$ cat src/design/ctsd_pkg.sv
// Constants for the continuous serial-number-and-data reader command path.
// Assumes byte streams from a UART and a tag front end on the core clock.
//
// Overview of operation
// - While continuous mode runs, no other host command is executed.
// - Packets open with 02H 02H and a payload-only two-byte size.
// - Two-byte read length follows; that many data bytes are read per tag.
// - Start/stop byte 01H enters continuous mode, 00H leaves it.
// - In continuous mode, wait for a tag in RF range before reading.
// - Accepted start answers size 01H, echo 0FH, then terminator.
// - Each tag gives echo 0EH, eight serial bytes, data; size counts all.
// - Identical tag withheld until out of range for delay seconds; zero sends all.
// - Any other command during continuous mode gets error reply 0FH.
package ctsd_pkg;
  localparam logic [7:0]  HDR_BYTE      = 8'h02;
  localparam logic [7:0]  ETX_BYTE      = 8'h03;
  localparam logic [7:0]  TRM_FF_BYTE   = 8'hff;
  localparam logic [7:0]  CMD_CONT      = 8'h0f;
  localparam logic [7:0]  ECHO_CONT     = 8'h0f;
  localparam logic [7:0]  ECHO_TAG      = 8'h0e;
  localparam logic [7:0]  ERR_CODE      = 8'h0f;
  localparam logic [7:0]  SS_START      = 8'h01;
  localparam logic [7:0]  SS_STOP       = 8'h00;
  localparam logic [15:0] SIZE_SHORT    = 16'h0001;
  localparam logic [15:0] SERIAL_BYTES  = 16'h0008;
  // Payload offsets of the continuous command
  localparam int          P_CODE        = 0;
  localparam int          P_ADDR_HI     = 1;
  localparam int          P_ADDR_LO     = 2;
  localparam int          P_LEN_HI      = 3;
  localparam int          P_LEN_LO      = 4;
  localparam int          P_DELAY       = 5;
  localparam int          P_STARTSTOP   = 6;
  localparam int          MAX_PAYLOAD   = 8;
  // Output packet byte positions
  localparam logic [4:0]  IX_SZ_HI      = 5'h02;
  localparam logic [4:0]  IX_SZ_LO      = 5'h03;
  localparam logic [4:0]  IX_ECHO       = 5'h04;
  localparam logic [4:0]  IX_SERIAL0    = 5'h05;
  // Last serial byte slot; the header is 13 bytes long
  localparam logic [4:0]  IX_SERIAL_END = 5'h0c;
  localparam logic [4:0]  IX_SHORT_END  = 5'h05;
  localparam logic [5:0]  DELAY_MAX_S   = 6'h3c;
  localparam longint      CLK_PERIOD_NS = 100;
  localparam longint      SECOND_NS     = 1000000000;
  localparam longint      SECOND_CYC    = SECOND_NS / CLK_PERIOD_NS;
  typedef enum logic [2:0] {PS_H1, PS_H2, PS_SZH, PS_SZL, PS_PAY, PS_TRM, PS_TRM2, PS_HOLD}
    ctsd_parse_e;
  typedef enum logic [2:0] {ST_IDLE, ST_SHORT, ST_WAIT, ST_HEAD, ST_DATA, ST_TERM}
    ctsd_state_e;
endpackage

$ cat src/design/ctsd_parser.sv
// Host packet parser: frames bytes into a command payload.
// Assumes rx bytes come from a UART on core_clk_i, one per valid cycle.
`timescale 1ns/1ns
`default_nettype none
module ctsd_parser #(
  parameter int MAX_PAY = ctsd_pkg::MAX_PAYLOAD
) (
  input  wire logic                 core_clk_i,
  input  wire logic                 rst_n_i,
  input  wire logic                 rx_valid_i,
  input  wire logic [7:0]           rx_data_i,
  output logic                      rx_ready_o,
  output logic                      cmd_valid_o,
  input  wire logic                 cmd_take_i,
  output logic [MAX_PAY*8-1:0]      cmd_bytes_o
);
  initial begin
    if (MAX_PAY < 7 || MAX_PAY > 255) $error("MAX_PAY out of range");
  end

  ctsd_pkg::ctsd_parse_e st_r;
  logic [15:0]           size_r;
  logic [15:0]           cnt_r;
  logic                  chk_seen_r;
  logic [7:0]            buf_r [MAX_PAY];
  wire                   take_byte = rx_valid_i && rx_ready_o;
  wire                   last_pay  = (cnt_r + 16'h0001) == size_r;

  assign rx_ready_o  = (st_r != ctsd_pkg::PS_HOLD);
  assign cmd_valid_o = (st_r == ctsd_pkg::PS_HOLD);

  ////////////////////////////////////////////////////////////////////////
  genvar gi;
  generate
    for (gi = 0; gi < MAX_PAY; gi++) begin : g_buf
      assign cmd_bytes_o[gi*8 +: 8] = buf_r[gi];
      always_ff @(posedge core_clk_i or negedge rst_n_i) begin
        if (!rst_n_i) begin
          buf_r[gi] <= 8'h00;
        end else if (take_byte && st_r == ctsd_pkg::PS_PAY && cnt_r == 16'(gi)) begin
          buf_r[gi] <= rx_data_i;
        end
      end
    end
  endgenerate

  ////////////////////////////////////////////////////////////////////////
  always_ff @(posedge core_clk_i or negedge rst_n_i) begin
    if (!rst_n_i) begin
      st_r       <= ctsd_pkg::PS_H1;
      size_r     <= 16'h0000;
      cnt_r      <= 16'h0000;
      chk_seen_r <= 1'b0;
    end else if (st_r == ctsd_pkg::PS_HOLD) begin
      if (cmd_take_i) begin
        st_r <= ctsd_pkg::PS_H1;
      end
    end else if (take_byte) begin
      unique case (st_r)
        ctsd_pkg::PS_H1: begin
          if (rx_data_i == ctsd_pkg::HDR_BYTE) st_r <= ctsd_pkg::PS_H2;
        end
        ctsd_pkg::PS_H2: begin
          st_r <= (rx_data_i == ctsd_pkg::HDR_BYTE) ? ctsd_pkg::PS_SZH : ctsd_pkg::PS_H1;
        end
        ctsd_pkg::PS_SZH: begin
          size_r[15:8] <= rx_data_i;
          st_r         <= ctsd_pkg::PS_SZL;
        end
        ctsd_pkg::PS_SZL: begin
          size_r[7:0] <= rx_data_i;
          cnt_r       <= 16'h0000;
          chk_seen_r  <= 1'b0;
          st_r        <= ({size_r[15:8], rx_data_i} == 16'h0000) ? ctsd_pkg::PS_TRM
                                                                  : ctsd_pkg::PS_PAY;
        end
        ctsd_pkg::PS_PAY: begin
          cnt_r <= cnt_r + 16'h0001;
          if (last_pay) st_r <= ctsd_pkg::PS_TRM;
        end
        ctsd_pkg::PS_TRM: begin
          if (rx_data_i == ctsd_pkg::ETX_BYTE) begin
            st_r <= ctsd_pkg::PS_HOLD;
          end else if (rx_data_i == ctsd_pkg::TRM_FF_BYTE) begin
            st_r <= ctsd_pkg::PS_TRM2;
          end else if (!chk_seen_r) begin
            chk_seen_r <= 1'b1;
          end else begin
            st_r <= ctsd_pkg::PS_H1;
          end
        end
        ctsd_pkg::PS_TRM2: begin
          st_r <= (rx_data_i == ctsd_pkg::TRM_FF_BYTE) ? ctsd_pkg::PS_HOLD : ctsd_pkg::PS_H1;
        end
        default: st_r <= ctsd_pkg::PS_H1;
      endcase
    end
  end
endmodule
`default_nettype wire

$ cat src/design/ctsd_top.sv
// Continuous serial-number-and-data read command interpreter.
// Assumes host bytes, tag presence and tag bytes all arrive on core_clk_i.
`timescale 1ns/1ns
`default_nettype none
module ctsd_top #(
  parameter longint SEC_CYCLES = ctsd_pkg::SECOND_CYC,
  parameter int     MAX_PAY    = ctsd_pkg::MAX_PAYLOAD
) (
  input  wire logic        core_clk_i,
  input  wire logic        rst_n_i,
  input  wire logic        rx_valid_i,
  input  wire logic [7:0]  rx_data_i,
  output logic             rx_ready_o,
  output logic             tx_valid_o,
  output logic [7:0]       tx_data_o,
  input  wire logic        tx_ready_i,
  input  wire logic        tag_present_i,
  input  wire logic [63:0] tag_serial_number_i,
  output logic             tag_rd_req_o,
  output logic [15:0]      tag_rd_addr_o,
  output logic [15:0]      tag_rd_len_o,
  input  wire logic        tag_byte_valid_i,
  input  wire logic [7:0]  tag_byte_i,
  output logic             tag_byte_ready_o,
  output logic             cont_active_o,
  output logic             other_cmd_valid_o,
  output logic [7:0]       other_cmd_code_o
);
  initial begin
    if (SEC_CYCLES < 1 || SEC_CYCLES > 64'h0000_0000_ffff_ffff) $error("SEC_CYCLES bad");
  end

  ////////////////////////////////////////////////////////////////////////
  // Command intake
  logic                 cmd_valid;
  logic [MAX_PAY*8-1:0] cmd_bytes;
  logic                 cmd_take;

  ctsd_parser #(.MAX_PAY(MAX_PAY)) u_parser (
    .core_clk_i  (core_clk_i),
    .rst_n_i     (rst_n_i),
    .rx_valid_i  (rx_valid_i),
    .rx_data_i   (rx_data_i),
    .rx_ready_o  (rx_ready_o),
    .cmd_valid_o (cmd_valid),
    .cmd_take_i  (cmd_take),
    .cmd_bytes_o (cmd_bytes)
  );

  wire [7:0] cmd_code = cmd_bytes[ctsd_pkg::P_CODE*8 +: 8];
  wire       is_cont  = (cmd_code == ctsd_pkg::CMD_CONT);
  wire [7:0] ss_byte  = cmd_bytes[ctsd_pkg::P_STARTSTOP*8 +: 8];
  wire       is_start = is_cont && (ss_byte == ctsd_pkg::SS_START);
  wire       is_stop  = is_cont && (ss_byte == ctsd_pkg::SS_STOP);

  ////////////////////////////////////////////////////////////////////////
  // State
  ctsd_pkg::ctsd_state_e st_r;
  logic                  active_r;
  logic [15:0]           addr_r;
  logic [15:0]           len_r;
  logic [5:0]            delay_r;
  logic [15:0]           size_r;
  logic [7:0]            echo_r;
  logic [4:0]            idx_r;
  logic [15:0]           dcnt_r;
  logic [63:0]           serial_r;
  logic [63:0]           last_serial_r;
  logic                  last_vld_r;
  logic [31:0]           sec_cnt_r;
  logic [5:0]            away_s_r;
  logic                  tx_valid_r;
  logic [7:0]            tx_data_r;
  logic                  rd_req_r;
  logic                  oth_vld_r;
  logic [7:0]            oth_code_r;

  wire can_emit = !tx_valid_r || tx_ready_i;
  wire in_ctl   = (st_r == ctsd_pkg::ST_IDLE) || (st_r == ctsd_pkg::ST_WAIT);
  // commands only taken in ST_IDLE or ST_WAIT, never while a reply packet is being sent
  assign cmd_take = cmd_valid && in_ctl;

  // same tag held back until away long enough
  wire suppress  = last_vld_r && (tag_serial_number_i == last_serial_r) && (delay_r != 6'h00);
  // read only with a tag in range
  wire tag_go    = (st_r == ctsd_pkg::ST_WAIT) && !cmd_valid && tag_present_i && !suppress;
  wire short_end = (idx_r == ctsd_pkg::IX_SHORT_END);
  wire head_end  = (idx_r == ctsd_pkg::IX_SERIAL_END);
  wire data_go   = (st_r == ctsd_pkg::ST_DATA) && (dcnt_r != len_r);
  wire [2:0] serial_ix = 3'(idx_r - ctsd_pkg::IX_SERIAL0);

  // Byte selection for the packet being built
  wire [7:0] serial_byte = serial_r[63 - {serial_ix, 3'b000} -: 8];
  wire [7:0] head_byte =
      (idx_r == ctsd_pkg::IX_SZ_HI) ? size_r[15:8] :
      (idx_r == ctsd_pkg::IX_SZ_LO) ? size_r[7:0] :
      (idx_r == ctsd_pkg::IX_ECHO)  ? echo_r :
      (idx_r >= ctsd_pkg::IX_SERIAL0) ? serial_byte : ctsd_pkg::HDR_BYTE;
  wire [7:0] short_byte = short_end ? ctsd_pkg::ETX_BYTE : head_byte;

  assign tag_byte_ready_o  = data_go && can_emit;
  assign tx_valid_o        = tx_valid_r;
  assign tx_data_o         = tx_data_r;
  assign tag_rd_req_o      = rd_req_r;
  assign tag_rd_addr_o     = addr_r;
  assign tag_rd_len_o      = len_r;
  assign cont_active_o     = active_r;
  assign other_cmd_valid_o = oth_vld_r;
  assign other_cmd_code_o  = oth_code_r;

  ////////////////////////////////////////////////////////////////////////
  // Control sequencer
  always_ff @(posedge core_clk_i or negedge rst_n_i) begin
    if (!rst_n_i) begin
      st_r       <= ctsd_pkg::ST_IDLE;
      active_r   <= 1'b0;
      addr_r     <= 16'h0000;
      len_r      <= 16'h0000;
      delay_r    <= 6'h00;
      size_r     <= 16'h0000;
      echo_r     <= 8'h00;
      idx_r      <= 5'h00;
      dcnt_r     <= 16'h0000;
      serial_r   <= 64'h0;
      rd_req_r   <= 1'b0;
      oth_vld_r  <= 1'b0;
      oth_code_r <= 8'h00;
    end else begin
      rd_req_r  <= 1'b0;
      oth_vld_r <= 1'b0;
      unique case (st_r)
        ctsd_pkg::ST_IDLE, ctsd_pkg::ST_WAIT: begin
          idx_r  <= 5'h00;
          dcnt_r <= 16'h0000;
          if (cmd_take) begin
            size_r <= ctsd_pkg::SIZE_SHORT;
            if (is_start || is_stop) begin
              addr_r   <= {cmd_bytes[ctsd_pkg::P_ADDR_HI*8 +: 8],
                           cmd_bytes[ctsd_pkg::P_ADDR_LO*8 +: 8]};
              len_r    <= {cmd_bytes[ctsd_pkg::P_LEN_HI*8 +: 8],
                           cmd_bytes[ctsd_pkg::P_LEN_LO*8 +: 8]};
              delay_r  <= (cmd_bytes[ctsd_pkg::P_DELAY*8 +: 8] > 8'(ctsd_pkg::DELAY_MAX_S))
                          ? ctsd_pkg::DELAY_MAX_S : cmd_bytes[ctsd_pkg::P_DELAY*8 +: 6];
              active_r <= is_start;
              echo_r   <= ctsd_pkg::ECHO_CONT;
              st_r     <= ctsd_pkg::ST_SHORT;
            end else if (st_r == ctsd_pkg::ST_WAIT || is_cont) begin
              echo_r <= ctsd_pkg::ERR_CODE;
              st_r   <= ctsd_pkg::ST_SHORT;
            end else begin
              oth_vld_r  <= 1'b1;
              oth_code_r <= cmd_code;
            end
          end else if (tag_go) begin
            // size is echo plus serial plus data
            serial_r <= tag_serial_number_i;
            size_r   <= 16'(len_r + ctsd_pkg::SERIAL_BYTES + 16'h0001);
            echo_r   <= ctsd_pkg::ECHO_TAG;
            rd_req_r <= 1'b1;
            st_r     <= ctsd_pkg::ST_HEAD;
          end
        end
        ctsd_pkg::ST_SHORT: begin
          if (can_emit) begin
            idx_r <= idx_r + 5'h01;
            if (short_end) st_r <= active_r ? ctsd_pkg::ST_WAIT : ctsd_pkg::ST_IDLE;
          end
        end
        ctsd_pkg::ST_HEAD: begin
          if (can_emit) begin
            idx_r <= idx_r + 5'h01;
            if (head_end) st_r <= ctsd_pkg::ST_DATA;
          end
        end
        ctsd_pkg::ST_DATA: begin
          if (!data_go) begin
            st_r <= ctsd_pkg::ST_TERM;
          end else if (tag_byte_valid_i && can_emit) begin
            dcnt_r <= dcnt_r + 16'h0001;
          end
        end
        ctsd_pkg::ST_TERM: begin
          if (can_emit) st_r <= ctsd_pkg::ST_WAIT;
        end
        default: st_r <= ctsd_pkg::ST_IDLE;
      endcase
    end
  end

  ////////////////////////////////////////////////////////////////////////
  // Transmit byte register
  always_ff @(posedge core_clk_i or negedge rst_n_i) begin
    if (!rst_n_i) begin
      tx_valid_r <= 1'b0;
      tx_data_r  <= 8'h00;
    end else if (can_emit) begin
      tx_valid_r <= 1'b1;
      unique case (st_r)
        ctsd_pkg::ST_SHORT: tx_data_r <= short_byte;
        ctsd_pkg::ST_HEAD:  tx_data_r <= head_byte;
        ctsd_pkg::ST_DATA: begin
          tx_data_r  <= tag_byte_i;
          tx_valid_r <= data_go && tag_byte_valid_i;
        end
        ctsd_pkg::ST_TERM:  tx_data_r <= ctsd_pkg::ETX_BYTE;
        default:            tx_valid_r <= 1'b0;
      endcase
    end
  end

  ////////////////////////////////////////////////////////////////////////
  // out-of-range seconds timer
  wire sec_tick = (sec_cnt_r == 32'(SEC_CYCLES - 1));
  always_ff @(posedge core_clk_i or negedge rst_n_i) begin
    if (!rst_n_i) begin
      sec_cnt_r  <= 32'h0;
      away_s_r   <= 6'h00;
      last_vld_r <= 1'b0;
      last_serial_r <= 64'h0;
    end else begin
      if (tag_present_i) begin
        sec_cnt_r <= 32'h0;
        away_s_r  <= 6'h00;
      end else begin
        sec_cnt_r <= sec_tick ? 32'h0 : sec_cnt_r + 32'h1;
        if (sec_tick && away_s_r != ctsd_pkg::DELAY_MAX_S) away_s_r <= away_s_r + 6'h01;
      end
      if (st_r == ctsd_pkg::ST_TERM && can_emit) begin
        last_vld_r <= 1'b1;
        last_serial_r <= serial_r;
      end else if (!active_r || (!tag_present_i && away_s_r >= delay_r)) begin
        last_vld_r <= 1'b0;
      end
    end
  end
endmodule
`default_nettype wire

$ cat config.mk
export PLATFORM = sky130hd
export DESIGN_NAME = ctsd_top
export DESIGN_NICKNAME = d
export VERILOG_FILES = /design/src/design/ctsd_pkg.sv /design/src/design/ctsd_parser.sv /design/src/design/ctsd_top.sv
export SDC_FILE = /design/constraint.sdc
export NUM_CORES = 1
export LEC_CHECK = 0
export BUFFER_PORTS_ARGS = -buffer_cell sky130_fd_sc_hd__clkbuf_2
export CAP_MARGIN = 20
export CORE_MARGIN = 2
export CORE_UTILIZATION = 45
export DETAILED_ROUTE_END_ITERATION = 10
export REMOVE_ABC_BUFFERS = 1
export SLEW_MARGIN = 20
export SYNTH_ARGS = -nofsm -noshare
export SYNTH_HDL_FRONTEND = slang
export SYNTH_SLANG_ARGS = --single-unit
$ cat constraint.sdc
create_clock -name core_clk_i -period 8.4 [get_ports core_clk_i]
set_input_delay 1.68 -clock core_clk_i [delete_from_list [all_inputs] [get_ports core_clk_i]]
set_output_delay 1.68 -clock core_clk_i [all_outputs]
set_load 0.01 [all_outputs]
==> results of run 1 <==
synth_stat cells (all sizes together), types with 13 or more instances:
library cell  number
a21oi             37
and3              28
buf               28
clkbuf            60
dfrtp            359
ha                20
inv               33
mux2             245
mux4              16
nand2             66
nand2b            13
nand3             50
nand4             45
nor2             101
nor2b             18
nor3              24
nor4              24
o21ai             62
xnor2             73
xor2              72
routing by layer:
layer	routed length, um	part of all wire
met2	19700	0.47
met3	1820	0.043
met1	19600	0.47
met5	0	0
met4	859	0.020
final cells by class:
type	count	area share
clock buffer	60	0.0624
clock inverter	14	0.00800
inverter	33	0.00618
multi-input combinational	1026	0.402
sequential	359	0.449
tap	518	0.0324
timing repair buffer	152	0.0407
cells by family after synthesis:
| group | after synthesis | synth area share |
|---|---|---|
| flip-flops | 359 | 0.514 |
| buffers and inverters | 121 | 0.0281 |
| AO/OA/AOI/OAI | 181 | 0.0660 |
| adder cells (fa/ha/maj) | 20 | 0.0143 |
| XOR/XNOR | 145 | 0.0726 |
| multiplexers | 271 | 0.184 |
| AND/OR/NAND/NOR | 409 | 0.121 |
worst max-delay path, cell delays in order (launching register included):
cell and delay, ns:
dfrtp_1 0.73, inv_1 0.40, nor3_1 0.86, and3_1 0.29, clkbuf_2 0.14
registers in the layout, summed over array words and instances, names as in the netlist, 2 cells and up:
register / cells
tag_rd_len_o: 16
tag_rd_addr_o: 16
dcnt_r: 16
st_r: 3
away_s_r: 6
last_serial_r: 64
idx_r: 5
delay_r: 6
other_cmd_code_o: 8
serial_r: 64
tx_data_o: 8
u_parser.size_r: 16
u_parser.cnt_r: 16
size_r: 16
sec_cnt_r: 32
echo_r: 2
u_parser.st_r: 3
u_parser.cmd_bytes_o: 56
path summary, 6_finish.rpt:
| path | startpoint | endpoint | slack, ns |
|---|---|---|---|
| worst max-delay path | st_r[2] | tag_byte_ready_o | 3.73 |
| worst min-delay path | u_parser.cmd_bytes_o[25] | tag_rd_len_o[9] | 0.49 |
| worst max register to register | st_r[2] | other_cmd_code_o[4] | 5.00 |
| worst min register to register | u_parser.cmd_bytes_o[25] | tag_rd_len_o[9] | 0.49 |
| max in group asynchronous | rst_n_i | tag_rd_addr_o[9] | 5.72 |
| min in group asynchronous | rst_n_i | serial_r[57] | 1.19 |
power groups by stage:
stage / clock [mW] / combinational [mW] / sequential [mW]
2_1_floorplan: 0 / 0.494 / 2.04
3_3_place_gp: 0 / 0.797 / 2.04
3_5_place_dp: 0 / 0.813 / 2.05
4_1_cts: 1.90 / 0.818 / 2.02
5_1_grt: 1.97 / 0.890 / 2.04
6_report: 1.85 / 0.805 / 2.02
==> results.py, run 1 <==
metrics = {
    "sta": {
        "max_freq_mhz": 214,
        "min_period_ns": 4.67,
        "min_period_over_period": 0.555,
        "slew_headroom": 0.279,
        "holdWs_ns": 0.488,
        "finalHoldViolCount": 0,
        "worst_pin_slew_ns": 1.08,
        "fin_ws_ns": 3.73,
        "fin_setup_tns_ns": 0,
        "drv_slew": 0,
        "fin_worst_skew_ns": 0.0263,
        "setup_viol": 0,
        "rsz0062_at_grt": "false",
    },
    "floorplanning": {
        "row_count": 72,
        "die_height_um": 201,
        "start_util": 0.455,
        "dieArea_um2": 40500,
        "core_um2": 38500,
        "die_w_um": 201,
        "num_io_pins": 140,
    },
    "power_and_ir_drop": {
        "power.internal_mw": 3.36,
        "power_mw": 4.67,
        "p_leak_nw": 9.48,
        "pwr-share-seq": 0.432,
        "combPwrFrac": 0.172,
        "switching_share": 0.282,
        "power.density_nw_per_um2": 233,
        "irDropWorstVdd_v": 0.000164,
        "clkPwrFrac": 0.396,
        "power.switching_mw": 1.32,
    },
    "yosys": {
        "synth_area_um2": 17500,
        "synth_area_leaders": "dfrtp_1, mux2_2, xnor2_1, xor2_1, nor2_1",
        "yosysUniqueCellTypes": 71,
        "post-synth-top-area-cell": "dfrtp_1",
        "synth_edf_count": 0,
        "synth_flop_cell": "dfrtp_1",
        "ys_warn_count": 0,
        "ys_seq_area_frac": 0.514,
        "avgSynthCellArea_um2": 11.6,
        "ys_ff_latch": 359,
        "syn_inst": 1506,
        "synth_top_area_frac": 0.514,
        "synth_async_sr_flop_share": 1.00,
    },
    "cts": {
        "hold_buffers": 0,
        "clk_latency_ns": 0.56,
        "clock-root-buffer": "clkbuf_16",
        "cts.sinks": 359,
        "clk_pin_slew_ns": 0.06,
        "cts_made_buffers": 42,
        "cts_max_level": 2,
        "cts_tree": "done",
        "cts.path.max_buffers": 3,
        "post_cts_buffers": 0,
        "ctsResizeCount": 0,
    },
    "global_route": {
        "busiest_layer": "met2",
        "grt_first_pass_wirelength_um": 67600,
        "track_usage": 0.210,
        "antenna_found_initial": 0,
        "gr-usage-met1": 0.291,
        "grt.met3_usage": 0.0429,
        "met2_usage": 0.339,
        "grt_pass1_vias": 12000,
        "grt-ovfl-total": 0,
        "grt_max_degree": 120,
    },
    "worst_setup_path": {
        "path_class": "reg -> out",
        "ff2ff_path_depth": 5,
        "end_kind": "output pin",
        "cp.arrival_ns": 2.99,
        "crit_required_ns": 6.72,
        "crit_path_max_fanout": 16,
        "worst_setup_path_start_kind": "flip-flop",
    },
    "flow_run": {
        "drv_cap": 0,
    },
    "finish": {
        "nNetsFinal": 1720,
        "final_util": 0.521,
        "nFillCells": 3476,
        "layout_common_cells": "dfrtp_1, mux2_2, clkbuf_2",
        "regArea_um2": 8980,
        "multi_input_area_um2": 8050,
        "fin_cells": 2162,
        "layout_commonest_cell": "dfrtp_1",
        "drive_gt1_frac": 0.303,
        "diodes": 0,
        "area_growth_pct": 14.5,
        "finish.instance_area_um2": 20000,
    },
    "placed_design": {
        "port_buffers": 139,
        "gp_congestion": 0.818,
        "dp.cells": 2088,
        "post-dp-hpwl_um": 28500,
        "dp_slack_ns": 3.61,
        "postPlaceCellArea_um2": 18600,
    },
    "outcome": {
        "status": "finished, final reports clean",
    },
    "detailed_routing": {
        "wl_per_cell_um": 19.4,
        "drc": 0,
        "wirelength_um": 42000,
        "vias": 11900,
        "ant_nets": 0,
        "avgViaCountPerCell": 5.51,
        "first_pass_iters": 5,
        "first_iter_violations": 596,
    },
    "min_path": {
        "min_path_type": "reg -> reg",
        "min_delay_path_depth": 2,
    },
}
Power figures use the tool's default switching activity.
==> inputs of run 2 (changes only) <==
PLACE_DENSITY = 0.65   (was unset)
clock period = 4.11 ns   (was 8.4 ns; I/O delays follow)
==> results.py, run 2 (synthesis gave the netlist of run 1 again) <==
metrics = {
    "placed_design": {
        "port_buffers": 139,
        "gp_congestion": 0.828,
        "postPlaceCellArea_um2": 18700,
        "post-dp-hpwl_um": 29300,
    },
    "floorplanning": {
        "die_w_um": 201,
        "num_io_pins": 140,
        "die_height_um": 201,
        "dieArea_um2": 40500,
        "row_count": 72,
        "core_um2": 38500,
        "start_util": 0.455,
    },
    "sta": {
        "fin_setup_tns_ns": 0,
        "slew_headroom": 0.323,
        "setup_viol": 0,
        "finalHoldViolCount": 0,
        "worst_pin_slew_ns": 1.01,
        "fin_worst_skew_ns": 0.0174,
        "rsz0062_at_grt": "false",
        "min_period_over_period": 0.787,
        "drv_slew": 0,
        "max_freq_mhz": 309,
        "min_period_ns": 3.23,
    },
    "global_route": {
        "grt_pass1_vias": 12100,
        "grt_max_degree": 100,
        "antenna_found_initial": 2,
        "grt-ovfl-total": 0,
        "track_usage": 0.212,
        "grt_first_pass_wirelength_um": 68100,
    },
    "detailed_routing": {
        "avgViaCountPerCell": 5.62,
        "first_pass_iters": 5,
        "wl_per_cell_um": 19.5,
        "wirelength_um": 42400,
        "ant_nets": 0,
        "drc": 0,
        "first_iter_violations": 820,
        "vias": 12200,
    },
    "finish": {
        "nFillCells": 3406,
        "area_growth_pct": 14.8,
        "multi_input_area_um2": 8050,
        "drive_gt1_frac": 0.306,
        "nNetsFinal": 1726,
        "final_util": 0.522,
        "finish.instance_area_um2": 20100,
        "layout_common_cells": "dfrtp_1, mux2_2, clkbuf_2",
        "layout_commonest_cell": "dfrtp_1",
        "regArea_um2": 8980,
    },
    "cts": {
        "cts.sinks": 359,
        "clk_latency_ns": 0.56,
        "hold_buffers": 0,
        "post_cts_buffers": 0,
        "clk_pin_slew_ns": 0.06,
        "clock-root-buffer": "clkbuf_16",
        "ctsResizeCount": 0,
        "cts_made_buffers": 41,
        "cts_max_level": 2,
        "cts_tree": "done",
        "cts.path.max_buffers": 3,
    },
    "worst_setup_path": {
        "end_kind": "flip-flop",
        "ff2ff_path_depth": 5,
        "max_stage_delay_ns": 0.88,
        "worstSetupPathDepth": 5,
        "crit_required_ns": 4.55,
        "slowest_stage": "nor4_1",
        "r2r-end": "u_parser.cmd_bytes_o[14]",
        "worst_setup_path_start_kind": "flip-flop",
        "path_buf_inv": 0,
        "cp.arrival_ns": 3.67,
        "r2r-start": "u_parser.st_r[0]",
        "worstSetupStartpoint": "u_parser.st_r[0]",
        "r2r_slack_ns": 0.88,
        "cp_top_family": "simple AND/OR/NAND/NOR gates",
        "worstPathCellList": "nor2_1 > nand3_1 > nor4_1 > and3_1 > mux2_2",
        "path_class": "reg -> reg",
        "cp-endpoint": "u_parser.cmd_bytes_o[14]",
        "crit_path_max_fanout": 15,
    },
    "power_and_ir_drop": {
        "power.density_nw_per_um2": 471,
        "irDropWorstVdd_v": 0.000328,
        "power_mw": 9.47,
        "p_leak_nw": 9.53,
    },
    "flow_run": {
        "drv_cap": 0,
    },
    "min_path": {
        "min_path_type": "in -> async",
    },
    "outcome": {
        "status": "finished, final reports clean",
    },
}
[run 2: cell count changes in the layout (fill, tap and decap cells not counted), moves of 3 or more]
cell,previous run,this run
clkinv_2,6,10
buf_4,12,16
clkinvlp_4,3,0
buf_12,1,4
[run 2: how the worst min path moves through the flow]
stage,to,from,slack [ns]
floorplan,tag_rd_len_o[9],u_parser.cmd_bytes_o[25],0.45
global placement,tag_rd_len_o[9],u_parser.cmd_bytes_o[25],0.47
detailed placement,tag_rd_len_o[9],u_parser.cmd_bytes_o[25],0.48
CTS,serial_r[34],rst_n_i,0.31
global route,last_serial_r[29],rst_n_i,0.35
finish,serial_r[34],rst_n_i,0.30
[run 2: final cells by class]
cell class | instances | share of cell area
Multi-Input combinational cell | 1026 | 0.401
Inverter | 33 | 0.00617
Sequential cell | 359 | 0.447
Clock buffer | 59 | 0.0616
Tap cell | 518 | 0.0323
Antenna cell | 1 | 0.000125
Timing Repair Buffer | 159 | 0.0451
Clock inverter | 15 | 0.00692
[run 2: power breakdown]
part           internal (mW)  total [mW]  switching [mW]
combinational          0.725        1.62           0.898
sequential              3.84        4.15           0.317
clock                   2.22        3.69            1.47
[run 2: layer usage]
layer  up-vias  wire (um)  GRT usage
met4         2        841     0.0607
li1       5652          -          -
met3        57       2340     0.0390
met5         -          9          0
met2       297      20200      0.340
met1      6183      19000      0.296
[run 2: per-stage QoR]
stage | instances | setup slack (ns) | hold slack (ns)
3_5_place_dp | 2095 | 0.797 | 0.475
4_1_cts | 2169 | 0.943 | 0.313
2_1_floorplan | 1418 | 0.206 | 0.446
5_1_grt | 2169 | 0.715 | 0.351
3_3_place_gp | 2094 | 0.881 | 0.473
6_report | 2170 | 0.876 | 0.302
[run 2: worst register-to-register path: stages (launching register included)]
cell and delay, ns:
dfrtp_1 0.55, nor2_1 0.29, nand3_1 0.48, nor4_1 0.89, and3_1 0.52, mux2_2 0.39
